<file path="src/common/sia_pkg.sv">
package sia_pkg;

  // register indices as seen by the read-only command
  localparam logic [2:0] REG_WAKE = 3'h0;
  localparam logic [2:0] REG_FAIL_A = 3'h1;
  localparam logic [2:0] REG_FAIL_B = 3'h2;

  // positions in the 24-bit flag vector (register index * 8 + bit)
  localparam int BIT_CAN_WAKE = 0;
  localparam int BIT_LIN_WAKE = 1;
  localparam int BIT_WK_PIN_WAKE = 2;
  localparam int BIT_PERIODIC_WAKE = 3;
  localparam int BIT_SUMMARY = 7;
  localparam int BIT_PREWARN = 8;
  localparam int BIT_OT2 = 9;
  localparam int BIT_CAN_OT = 10;
  localparam int BIT_CAN_FAIL = 11;
  localparam int BIT_LIN_FAIL = 12;
  localparam int BIT_UV2 = 16;
  localparam int BIT_UV3 = 17;
  localparam int BIT_OC3 = 18;
  localparam int BIT_SPI_FAIL = 19;
  localparam int BIT_RESET_EVT = 20;
  localparam int BIT_BAD_WDOG = 21;

  localparam int FLAG_W = 24;
  localparam logic [23:0] FLAG_USED = 24'h3f1f0f;
  localparam logic [23:0] FLAG_LATCH = 24'h071f00;
  localparam logic [23:0] FLAG_DUAL = 24'h030000;
  localparam logic [23:0] FLAG_RESET = 24'h000000;
  localparam logic [7:0] RD_RESET = 8'h00;

  // timing, clock 10 MHz
  localparam real MCLK_PERIOD_NS = 100.0;
  localparam real IRQ_TIMEOUT_MIN_MS = 5.4;
  localparam real IRQ_TIMEOUT_MAX_MS = 6.6;
  localparam real IRQ_PULSE_MIN_US = 10.0;
  localparam int IRQ_TO_MAX_CYC = int'($floor(IRQ_TIMEOUT_MAX_MS * 1.0e6 / MCLK_PERIOD_NS));
  localparam int IRQ_GAP_MIN_CYC = int'($ceil(IRQ_TIMEOUT_MIN_MS * 1.0e6 / MCLK_PERIOD_NS));
  localparam int IRQ_PULSE_MIN_CYC = int'($ceil(IRQ_PULSE_MIN_US * 1.0e3 / MCLK_PERIOD_NS));
  localparam int TMR_W = 17;

  typedef enum logic [1:0] {
    S_IDLE = 2'b00,
    S_ASSERT = 2'b01,
    S_GAP = 2'b10
  } sia_state_e;

  typedef struct packed {
    logic can_wake;
    logic lin_wake;
    logic wk_pin_wake;
    logic periodic_wake;
    logic main_reg_temp_prewarn;
    logic second_reg_overtemp;
    logic can_xcvr_overtemp;
    logic can_fail;
    logic lin_fail;
    logic second_reg_undervolt;
    logic third_reg_undervolt;
    logic third_reg_overcurrent;
    logic spi_fail;
    logic reset_event;
    logic bad_wdog_config;
  } sia_src_s;

  typedef struct packed {
    logic second_on;
    logic third_on;
    logic second_on_cmd;
    logic third_on_cmd;
  } sia_reg_ctl_s;

  typedef struct packed {
    logic strobe;
    logic [2:0] addr;
  } sia_rd_s;

endpackage

</file>
<file path="src/sia_edge_det.sv">
`timescale 1ns/1ps
module sia_edge_det
  import sia_pkg::*;
#(
  parameter int W = 24
)
(
  input wire logic mclk,
  input wire logic rst,
  input wire logic [W-1:0] level,
  output logic [W-1:0] rise,
  output logic [W-1:0] fall
);

  logic [W-1:0] prev_ff;

  // prev follows live level even when events are gated, so sources rearm
  always_ff @(posedge mclk)
  begin
    if (rst)
      prev_ff <= '0;
    else
      prev_ff <= level;
  end

  genvar i;
  generate
    for (i = 0; i < W; i++)
    begin : g_edge
      assign rise[i] = level[i] & ~prev_ff[i];
      assign fall[i] = ~level[i] & prev_ff[i];
    end
  endgenerate

endmodule

</file>
<file path="src/sia_irq_core.sv">
`timescale 1ns/1ps
// Function
// - unmasked source event drives interrupt pin low.
// - each source has its own mask; masked events never assert the pin.
// - undervoltage sources raise events on both appearing and disappearing condition.
// - latched-state bits set at event, hold until read, then show live condition.
// - chip-failure and wake bits are pure events, cleared only by read.
// - pin released on read of register 000 or at timeout.
// - wake bits readable in register 000 and cleared by that read.
// - non-wake sources set summary bit; host reads 001 and 010.
// - read clears event bits of that register; state bits persist while present.
// - summary bit is zero only when all of 001 and 010 are zero.
// - mask zero blocks only the pin; status bit still sets.
// - in init before reset output high, pin sampled to pick configuration group.
// - temperature sources trigger on rising edge; can overtemp is a state bit.
// - chip-failure sources are rising-edge events.
// - regulator switch-off gives no undervoltage event; switch-on command does.
// - assertion at most the timeout; next assertion at least timeout later.
// - each assertion lasts at least ten microseconds.
// - events in the same cycle yield one assertion, all bits kept; an event while asserted re-asserts after the gap.
// - interrupts only in normal and stop modes; sources rearm after restart.
module sia_irq_core
  import sia_pkg::*;
#(
  parameter int TO_CYC = IRQ_TO_MAX_CYC,
  parameter int GAP_CYC = IRQ_GAP_MIN_CYC
)
(
  input wire logic mclk,
  input wire logic rst,
  input sia_src_s src,
  input sia_reg_ctl_s reg_ctl,
  input wire logic [23:0] irq_mask,
  input wire logic mode_active,
  input wire logic init_mode,
  input wire logic reset_out_n,
  input sia_rd_s rd,
  input wire logic irq_pin_in,
  output logic [7:0] rd_data_ff,
  output logic irq_out_ff,
  output logic irq_oe_ff,
  output logic cfg_group_ff
);

  localparam logic [TMR_W-1:0] TO_LAST = TMR_W'(TO_CYC - 1);
  localparam logic [TMR_W-1:0] GAP_LAST = TMR_W'(GAP_CYC - 1);
  // timer equals cycles already held low, so release waits for the full count
  localparam logic [TMR_W-1:0] PULSE_DONE = TMR_W'(IRQ_PULSE_MIN_CYC);

  logic [23:0] live;
  logic [23:0] rise;
  logic [23:0] fall;
  logic [23:0] gate;
  logic [23:0] cmd_set;
  logic [23:0] set;
  logic [23:0] clr;
  logic [23:0] flags_ff;
  logic [23:0] follow_ff;
  logic [23:0] nxt_flags;
  logic any_fail;
  logic unm_evt;
  logic rd_wake;
  logic pending_ff;
  logic rd_seen_ff;
  logic release_now;
  logic cfg_window;
  sia_state_e state_ff;
  sia_state_e nxt_state;
  logic [TMR_W-1:0] tmr_ff;

  always_comb
  begin
    live = '0;
    live[BIT_CAN_WAKE] = src.can_wake;
    live[BIT_LIN_WAKE] = src.lin_wake;
    live[BIT_WK_PIN_WAKE] = src.wk_pin_wake;
    live[BIT_PERIODIC_WAKE] = src.periodic_wake;
    live[BIT_PREWARN] = src.main_reg_temp_prewarn;
    live[BIT_OT2] = src.second_reg_overtemp;
    live[BIT_CAN_OT] = src.can_xcvr_overtemp;
    live[BIT_CAN_FAIL] = src.can_fail;
    live[BIT_LIN_FAIL] = src.lin_fail;
    live[BIT_UV2] = src.second_reg_undervolt & reg_ctl.second_on;
    live[BIT_UV3] = src.third_reg_undervolt & reg_ctl.third_on;
    live[BIT_OC3] = src.third_reg_overcurrent;
    live[BIT_SPI_FAIL] = src.spi_fail;
    live[BIT_RESET_EVT] = src.reset_event;
    live[BIT_BAD_WDOG] = src.bad_wdog_config;
  end

  sia_edge_det #(.W(FLAG_W)) u_edge (
    .mclk(mclk),
    .rst(rst),
    .level(live),
    .rise(rise),
    .fall(fall)
  );

  // an undervoltage edge while the regulator is off is a switch-off, not a failure
  always_comb
  begin
    gate = ~FLAG_DUAL;
    gate[BIT_UV2] = reg_ctl.second_on;
    gate[BIT_UV3] = reg_ctl.third_on;
    cmd_set = '0;
    cmd_set[BIT_UV2] = reg_ctl.second_on_cmd;
    cmd_set[BIT_UV3] = reg_ctl.third_on_cmd;
  end

  assign set = (((rise | (fall & FLAG_DUAL)) & gate) | cmd_set) & FLAG_USED & {FLAG_W{mode_active}};
  assign unm_evt = |(set & irq_mask);
  assign rd_wake = rd.strobe && rd.addr == REG_WAKE;

  genvar i;
  generate
    for (i = 0; i < FLAG_W; i++)
    begin : g_flag
      assign clr[i] = rd.strobe && rd.addr == 3'(i / 8);
      // new event wins over a clear in the same cycle
      assign nxt_flags[i] = set[i] | ((clr[i] || follow_ff[i]) ? (FLAG_LATCH[i] & live[i]) : flags_ff[i]);
    end
  endgenerate

  always_ff @(posedge mclk)
  begin
    if (rst)
      flags_ff <= FLAG_RESET;
    else
      flags_ff <= nxt_flags;
  end

  // once read, a latched-state bit tracks the live condition until its next event
  always_ff @(posedge mclk)
  begin
    if (rst)
      follow_ff <= '0;
    else
      follow_ff <= FLAG_LATCH & ~set & (clr | follow_ff);
  end

  assign any_fail = |flags_ff[23:8];

  always_ff @(posedge mclk)
  begin
    if (rst)
      rd_data_ff <= RD_RESET;
    else if (rd.strobe)
    begin
      unique case (rd.addr)
        REG_WAKE:
        begin
          rd_data_ff <= flags_ff[7:0];
          rd_data_ff[BIT_SUMMARY] <= any_fail;
        end
        REG_FAIL_A: rd_data_ff <= flags_ff[15:8];
        REG_FAIL_B: rd_data_ff <= flags_ff[23:16];
        default: rd_data_ff <= RD_RESET;
      endcase
    end
  end

  // events during the gap are stored here and fire once the gap ends
  always_ff @(posedge mclk)
  begin
    if (rst)
      pending_ff <= 1'b0;
    else if (unm_evt)
      pending_ff <= 1'b1;
    else if (state_ff == S_IDLE)
      pending_ff <= 1'b0;
  end

  assign release_now = (rd_seen_ff || rd_wake) && tmr_ff >= PULSE_DONE;

  always_comb
  begin
    nxt_state = state_ff;
    unique case (state_ff)
      S_IDLE:
        if (pending_ff)
          nxt_state = S_ASSERT;
      S_ASSERT:
        if (release_now || tmr_ff == TO_LAST)
          nxt_state = S_GAP;
      S_GAP:
        if (tmr_ff == GAP_LAST)
          nxt_state = S_IDLE;
      default: nxt_state = S_IDLE;
    endcase
  end

  always_ff @(posedge mclk)
  begin
    if (rst)
      state_ff <= S_IDLE;
    else
      state_ff <= nxt_state;
  end

  always_ff @(posedge mclk)
  begin
    if (rst || nxt_state != state_ff)
      tmr_ff <= '0;
    else if (state_ff != S_IDLE)
      tmr_ff <= tmr_ff + 1'b1;
  end

  // a read inside the minimum pulse is remembered and honoured at its end
  always_ff @(posedge mclk)
  begin
    if (rst || state_ff != S_ASSERT)
      rd_seen_ff <= 1'b0;
    else if (rd_wake)
      rd_seen_ff <= 1'b1;
  end

  assign cfg_window = init_mode && !reset_out_n;

  // pin is open drain: only ever pulled low, released by dropping the enable
  always_ff @(posedge mclk)
  begin
    if (rst)
    begin
      irq_oe_ff <= 1'b0;
      irq_out_ff <= 1'b0;
    end
    else
    begin
      irq_oe_ff <= nxt_state == S_ASSERT && !cfg_window;
      irq_out_ff <= 1'b0;
    end
  end

  // last level seen before reset output rises is kept as the config group
  always_ff @(posedge mclk)
  begin
    if (rst)
      cfg_group_ff <= 1'b0;
    else if (cfg_window)
      cfg_group_ff <= irq_pin_in;
  end
endmodule

</file>
<file path="config.mk">
export PLATFORM = sky130hd
export DESIGN_NAME = sia_irq_core
export DESIGN_NICKNAME = d
export VERILOG_FILES = /design/src/common/sia_pkg.sv /design/src/sia_edge_det.sv /design/src/sia_irq_core.sv
export SDC_FILE = /design/constraint.sdc
export NUM_CORES = 1
export LEC_CHECK = 0
export BUFFER_PORTS_ARGS = -buffer_cell sky130_fd_sc_hd__buf_2
export CAP_MARGIN = 40
export CORE_MARGIN = 5
export CORE_UTILIZATION = 54
export CTS_BUF_LIST = sky130_fd_sc_hd__clkbuf_4 sky130_fd_sc_hd__clkbuf_8 sky130_fd_sc_hd__clkbuf_16
export CTS_CLUSTER_SIZE = 30
export DETAILED_ROUTE_END_ITERATION = 8
export HOLD_SLACK_MARGIN = 0.06
export MAX_ROUTING_LAYER = met4
export PLACE_DENSITY = 0.85
export SETUP_SLACK_MARGIN = 0.15
export SLEW_MARGIN = 15
export SYNTH_ARGS = -nofsm -noshare
export SYNTH_HDL_FRONTEND = slang
export SYNTH_SLANG_ARGS = --single-unit
</file>
<file path="constraint.sdc">
create_clock -name mclk -period 2.58 [get_ports mclk]
set_input_delay 0.774 -clock mclk [delete_from_list [all_inputs] [get_ports mclk]]
set_output_delay 0.774 -clock mclk [all_outputs]
set_load 0.1 [all_outputs]
</file>
==> results.txt, run 1 <==
CP max stage delay: 0.56 ns
CTS Sinks: 68
RSZ-0062 raised after global routing: no
most frequent cells in the layout: dfxtp_1 (68), buf_2 (52), nor2b_1 (35), nor2_1 (34), nand2_1 (31)
kind of critical path: reg2reg
Clock Latency Late Sink: 0.34 ns
Post-synth EDFFs: 0
Final Hold Fails: 0
Fillers: 455
startpoint types: flop
Max Slew Vio Count: 0
Setup TNS Final: 0 ns
Post-DP HPWL: 4.74 mm
RD Place Congestion: 0.901
met3 Use GR: 5.92%
cell depth of the worst flop-to-flop path: 6
Initial Util: 55.7%
GR peak layer: met2
Worst Path Buf+Inv: 1
grt ovf: 0
Die Y: 85.4 um
Area contributors post-synth: dfxtp_1 (44%), nor2b_1 (7.1%), nor2_1 (4.2%), nor2_4 (4.0%), nand2_1 (3.8%)
endpoint class of the critical path: flop
status: finished, final reports clean
clock root cell: clkbuf_8
Post-CTS Setup Inserts: 0
Fmax: 470 MHz
Synth cell types: 48
CP max-delay cell: or4_4
synthesized area: 0.00307 sq mm
CP cell instances: or4_4 > nor2_4 > a41oi_2 > or4_1 > buf_12 > nor2_1
synthesized area per cell: 8.79 sq um
Post-route DRC: 0
die width: 85.4 um
vias in the first global route: 2478
fin crit share: 82.5%
CTS clk-pin slew, worst paths: 0.07 ns
synth warn: 0
Iter 0 DRT Violations: 150
Max Clock Skew: 0.00810 ns
Total GRT Usage: 19.1%
first-pass GRT wire length: 11.0 mm
Final #Nets: 459
cell family with most CP delay: simple AND/OR/NAND/NOR gates
IO Count: 64
Primary FF master, synth: dfxtp_1
DR pass1 iterations: 4
die area: 0.00729 sq mm
met2 track demand over resource: 32.3%
depth of the CTS H-tree: 3
share of cells above drive strength 1: 23.5%
Hold Crit Depth: 2
met1 Usage GRT: 22.2%
post-synth top area share: 44.4%
post-cts resize count: 0
most common cell after layout, fill and taps aside: dfxtp_1
Crit path arrival time: 2.40 ns
Slew Limit Headroom: 60.8%
Core Rows: 27
post-synth top area cell: dfxtp_1
post-synthesis sequential area ratio: 44.4%
Crit Path Max Fanout: 15
# setup viols final: 0
max capacitance violation total: 0
worst slew pin tran: 0.582 ns
ys async rst share: 0%
Design Power: 2.25 mW
hold crit path type: reg2reg
DR vias/cell: 5.31
P_leak: 1.43 nW
WP depth: 6
Vias: 2555
hold buffer count at cts: 0
FF+latch count, synth: 68
Req. time, crit path: 2.85 ns
PD cells: 626 mW/mm^2
layout overhead on the synthesized area: 17.3%
CTS tree: yes
Routed Antenna Nets: 0
clock buffer count from CTS: 9
peak supply drop: 0.000491 V
WL/cell: 13.3 um
final wirelength: 6.40 mm
Post-Syn Instances: 349
CTS Buffer Depth: 2
initial antenna violation count: 0
Final min period: 2.13 ns
Core Util, Final: 65.4%
Ant. Diodes: 0
Core ar.: 0.00551 sq mm
port bufs: 52
largest net degree at the start of global routing: 51
## metrics by stage
stage	cells	area, sq um	setup WS (ns)	hold slack (ns)
finish	481	3600	0.452	0.474
global placement	465	3400	0.200	0.448
CTS	481	3600	0.439	0.477
floorplan	350	3070	0.230	0.436
global route	481	3600	0.361	0.505
detailed placement	465	3400	0.150	0.466
## tightest hold or removal path: cells and delay by family, from the launching register on
family / cells / cell delay [ns]
AOI/OAI and AO/OA: 1 / 0.06
and+or+nand+nor: 1 / 0.06
DFF: 1 / 0.31
## registers in the layout, summed over array words and instances (netlist names)
| register | cells |
|---|---|
| flags_ff | 15 |
| rd_data_ff | 7 |
| follow_ff | 8 |
| irq_oe_ff | 1 |
| rd_seen_ff | 1 |
| state_ff | 2 |
| cfg_group_ff | 1 |
| u_edge.prev_ff | 15 |
| tmr_ff | 17 |
| pending_ff | 1 |
## routing by layer
layer / share of wire (%) / wire length [um]
met2: 51 / 3240
met4: 0.72 / 46
met3: 5.5 / 354
met5: 0 / 0
met1: 43 / 2760
## report_power, final
part	switching [mW]	leakage [nW]	internal [mW]
logic	0.159	0.762	0.0999
registers	0.0296	0.556	1.09
clock network	0.380	0.107	0.493
total	0.569	1.43	1.69
## cell type report
class	instances	area, sq um	area share (%)
timing repair buffer	60	333	9.25
sequential	68	1360	37.8
multi-input combinational	254	1570	43.7
clock inverter	4	48.8	1.36
inverter	11	41.3	1.15
clock buffer	12	153	4.24
tap	72	90.1	2.50
## path summary, 6_finish.rpt
| kind | from | end | slack, ns |
|---|---|---|---|
| worst min-delay path | rd_data_ff[7]$_SDFFE_PP0P_ | rd_data_ff[7]$_SDFFE_PP0P_ | 0.47 |
| worst min register to register | rd_data_ff[7]$_SDFFE_PP0P_ | rd_data_ff[7]$_SDFFE_PP0P_ | 0.47 |
| worst max-delay path | tmr_ff[12]$_SDFFE_PP0N_ | tmr_ff[7]$_SDFFE_PP0N_ | 0.45 |
| worst max register to register | tmr_ff[12]$_SDFFE_PP0N_ | tmr_ff[7]$_SDFFE_PP0N_ | 0.45 |
## kinds of logic (layout without fill, tap and decap cells)
logic type                 Yosys count  after routing  synth area share [%]
and+or+nand+nor                    168            168                  30.8
DFF                                 68             68                  44.4
AOI/OAI and AO/OA                   60             60                  12.9
buffers and inverters               28             87                  4.49
xor gates and xnor gates            17             17                  4.85
muxes                                5              5                  1.63
adders and majority gates            2              2                 0.816
other                                1              2                 0.122
## synth_stat cells (3+ instances only)
library cell / count
dfxtp_1: 68
nor2b_1: 35
nor2_1: 34
nand2_1: 31
a21oi_1: 21
nor3_1: 13
clkbuf_1: 12
inv_1: 11
nor2_4: 11
xor2_1: 11
a22oi_1: 8
nand4_1: 7
nor4_1: 7
o21ai_0: 7
o31ai_1: 6
xnor2_1: 6
a31oi_1: 5
mux2i_1: 5
nand3_1: 5
and2_1: 4
a211oi_1: 3
nand3b_1: 3
or2_2: 3
(Power assumes the default switching activity.)
==> inputs of run 2 (changes only) <==
==> constraint.sdc (replaced) <==
create_clock -name mclk -period 2.2 [get_ports mclk]
set_input_delay 0.66 -clock mclk [delete_from_list [all_inputs] [get_ports mclk]]
set_output_delay 0.66 -clock mclk [all_outputs]
set_load 0.1 [all_outputs]
==> results.txt, run 2 (synthesis gave the netlist of run 1 again) <==
status: finished, final reports clean
CTS Buffer Depth: 2 (unchanged)
hold buffer count at cts: 0 (unchanged)
initial antenna violation count: 0 (unchanged)
die area: 0.00729 sq mm (unchanged)
Hold Slack: 0.467 ns (-0.00677 ns)
DR vias/cell: 5.32 (+0.22%)
kind of critical path: reg2reg
layout overhead on the synthesized area: 19.4%
clock root cell: clkbuf_8
Total GRT Usage: 20.1% (+0.93 points)
first-pass GRT wire length: 11.4 mm (+2.9%)
endpoint class of the critical path: flop
Die Y: 85.4 um (unchanged)
CP cell instances: or4_4 > nor2_4 > a41oi_2 > or4_4 > buf_12 > nor2_1
CTS Sinks: 68 (unchanged)
P_leak: 1.45 nW (+1.9%)
CP max stage delay: 0.55 ns (about the same)
IO Count: 64 (unchanged)
largest net degree at the start of global routing: 51 (unchanged)
Ant. Diodes: 0 (unchanged)
startpoint types: flop
Crit path arrival time: 2.33 ns (-0.07 ns)
Final min period: 2.05 ns (-0.0774 ns)
Setup TNS Final: 0 ns (unchanged)
CTS clk-pin slew, worst paths: 0.07 ns (about the same)
final worst slack: 0.149 ns (-0.303 ns)
WL/cell: 13.8 um (+3.5%)
dpl cells: 468 (+0.65%)
Iter 0 DRT Violations: 121 (-19%)
hold crit path type: reg2reg
peak supply drop: 0.000518 V (+5.6%)
Fmax: 488 MHz (+3.8%)
vias in the first global route: 2520 (+1.7%)
cell family with most CP delay: simple AND/OR/NAND/NOR gates
Core Rows: 27 (unchanged)
Worst Path Buf+Inv: 1 (unchanged)
CP max-delay cell: or4_4
top flop regs: tmr_ff (17), flags_ff (15), u_edge.prev_ff (15)
fin crit share: 93.2% (+11 points)
Largest register FFs: 17 (unchanged)
Clock Latency Late Sink: 0.35 ns (about the same)
clock buffer count from CTS: 9 (unchanged)
Fillers: 429 (-5.7%)
RSZ-0062 raised after global routing: yes
most frequent cells in the layout: dfxtp_1 (67), buf_2 (52), nor2b_1 (35), nor2_1 (34), nand2_1 (31)
share of cells above drive strength 1: 24.9% (+1.5 points)
PD cells: 759 mW/mm^2 (+21%)
register with the most flip-flops: tmr_ff
# setup viols final: 0 (unchanged)
grt ovf: 0 (unchanged)
DR pass1 iterations: 4 (unchanged)
Crit Path Max Fanout: 15 (unchanged)
depth of the CTS H-tree: 3 (unchanged)
Initial Util: 55.7% (unchanged)
Core ar.: 0.00551 sq mm (unchanged)
most common cell after layout, fill and taps aside: dfxtp_1
Final Hold Fails: 0 (unchanged)
Max Clock Skew: 0.00688 ns (-0.00122 ns)
Post-route DRC: 0 (unchanged)
die width: 85.4 um (unchanged)
Vias: 2582 (+1.1%)
cell mode on critical path: or4_4
setup slack at placement: 0.0574 ns (-0.0923 ns)
Req. time, crit path: 2.48 ns (-0.37 ns)
Post-DP HPWL: 4.93 mm (+4.1%)
Routed Antenna Nets: 0 (unchanged)
RD Place Congestion: 0.843 (-6.4%)
final non-filler cell total: 485 (+0.83%)
Max Slew Vio Count: 0 (unchanged)
max capacitance violation total: 0 (unchanged)
final wirelength: 6.68 mm (+4.3%)
Final #Nets: 463 (+0.87%)
port bufs: 52 (unchanged)
CTS tree: yes
Design Power: 2.78 mW (+23%)
-- run 2: changes by cell type in the layout (fill, tap and decap cells not counted), sizes merged --
cell / change
buf: +4
clkbuf: -2
bufinv: +1
clkinv: -1
clkinvlp: +1
inv: +1
-- run 2: repair_timing --
| action | in CTS | in global routing |
|---|---|---|
| setup endpoints to repair | 15 | 15 |
| gates resized for setup | 1 | 0 |
| pin swaps | 0 | 1 |
| buffers inserted | 0 | 1 |
-- run 2: through the flow --
stage | util (%) | instance area (sq um)
floorplan | - | 3100
global placement | 62.3 | 3430
detailed placement | 62.3 | 3430
CTS | 66.4 | 3660
global route | 66.5 | 3660
finish | 66.5 | 3660
-- run 2: layer usage --
metal | routed length (um) | track usage (%)
met2 | 3440 | 33.5
met1 | 2820 | 22.7
met5 | 0 | -
met3 | 301 | 5.83
met4 | 112 | 7.19
-- run 2: tightest hold or removal path, cell delays in order, from the launching register on --
cell and delay, ns:
dfxtp_1 0.32, nand2_1 0.05, a21oi_1 0.05
-- run 2: final timing paths --
kind	from	end	slack, ns	depth (start not counted)
worst max-delay path	tmr_ff[12]$_SDFFE_PP0N_	tmr_ff[8]$_SDFFE_PP0N_	0.15	6
worst min-delay path	flags_ff[3]$_SDFF_PP0_	flags_ff[3]$_SDFF_PP0_	0.47	2
worst max register to register	tmr_ff[12]$_SDFFE_PP0N_	tmr_ff[8]$_SDFFE_PP0N_	0.15	6
worst min register to register	flags_ff[3]$_SDFF_PP0_	flags_ff[3]$_SDFF_PP0_	0.47	2
-- run 2: area by class of cell --
cell class / count / area, sq um / area share [%]
timing repair buffer: 64 / 363 / 9.90
tap: 72 / 90.1 / 2.46
multi-input combinational: 254 / 1580 / 43.2
inverter: 11 / 41.3 / 1.13
clock buffer: 10 / 138 / 3.76
sequential: 68 / 1360 / 37.2
clock inverter: 6 / 86.3 / 2.36
-- run 2: power by group --
part           internal, mW  switching, mW
Combinational         0.120          0.188
Clock                 0.669          0.488
Sequential             1.28         0.0355
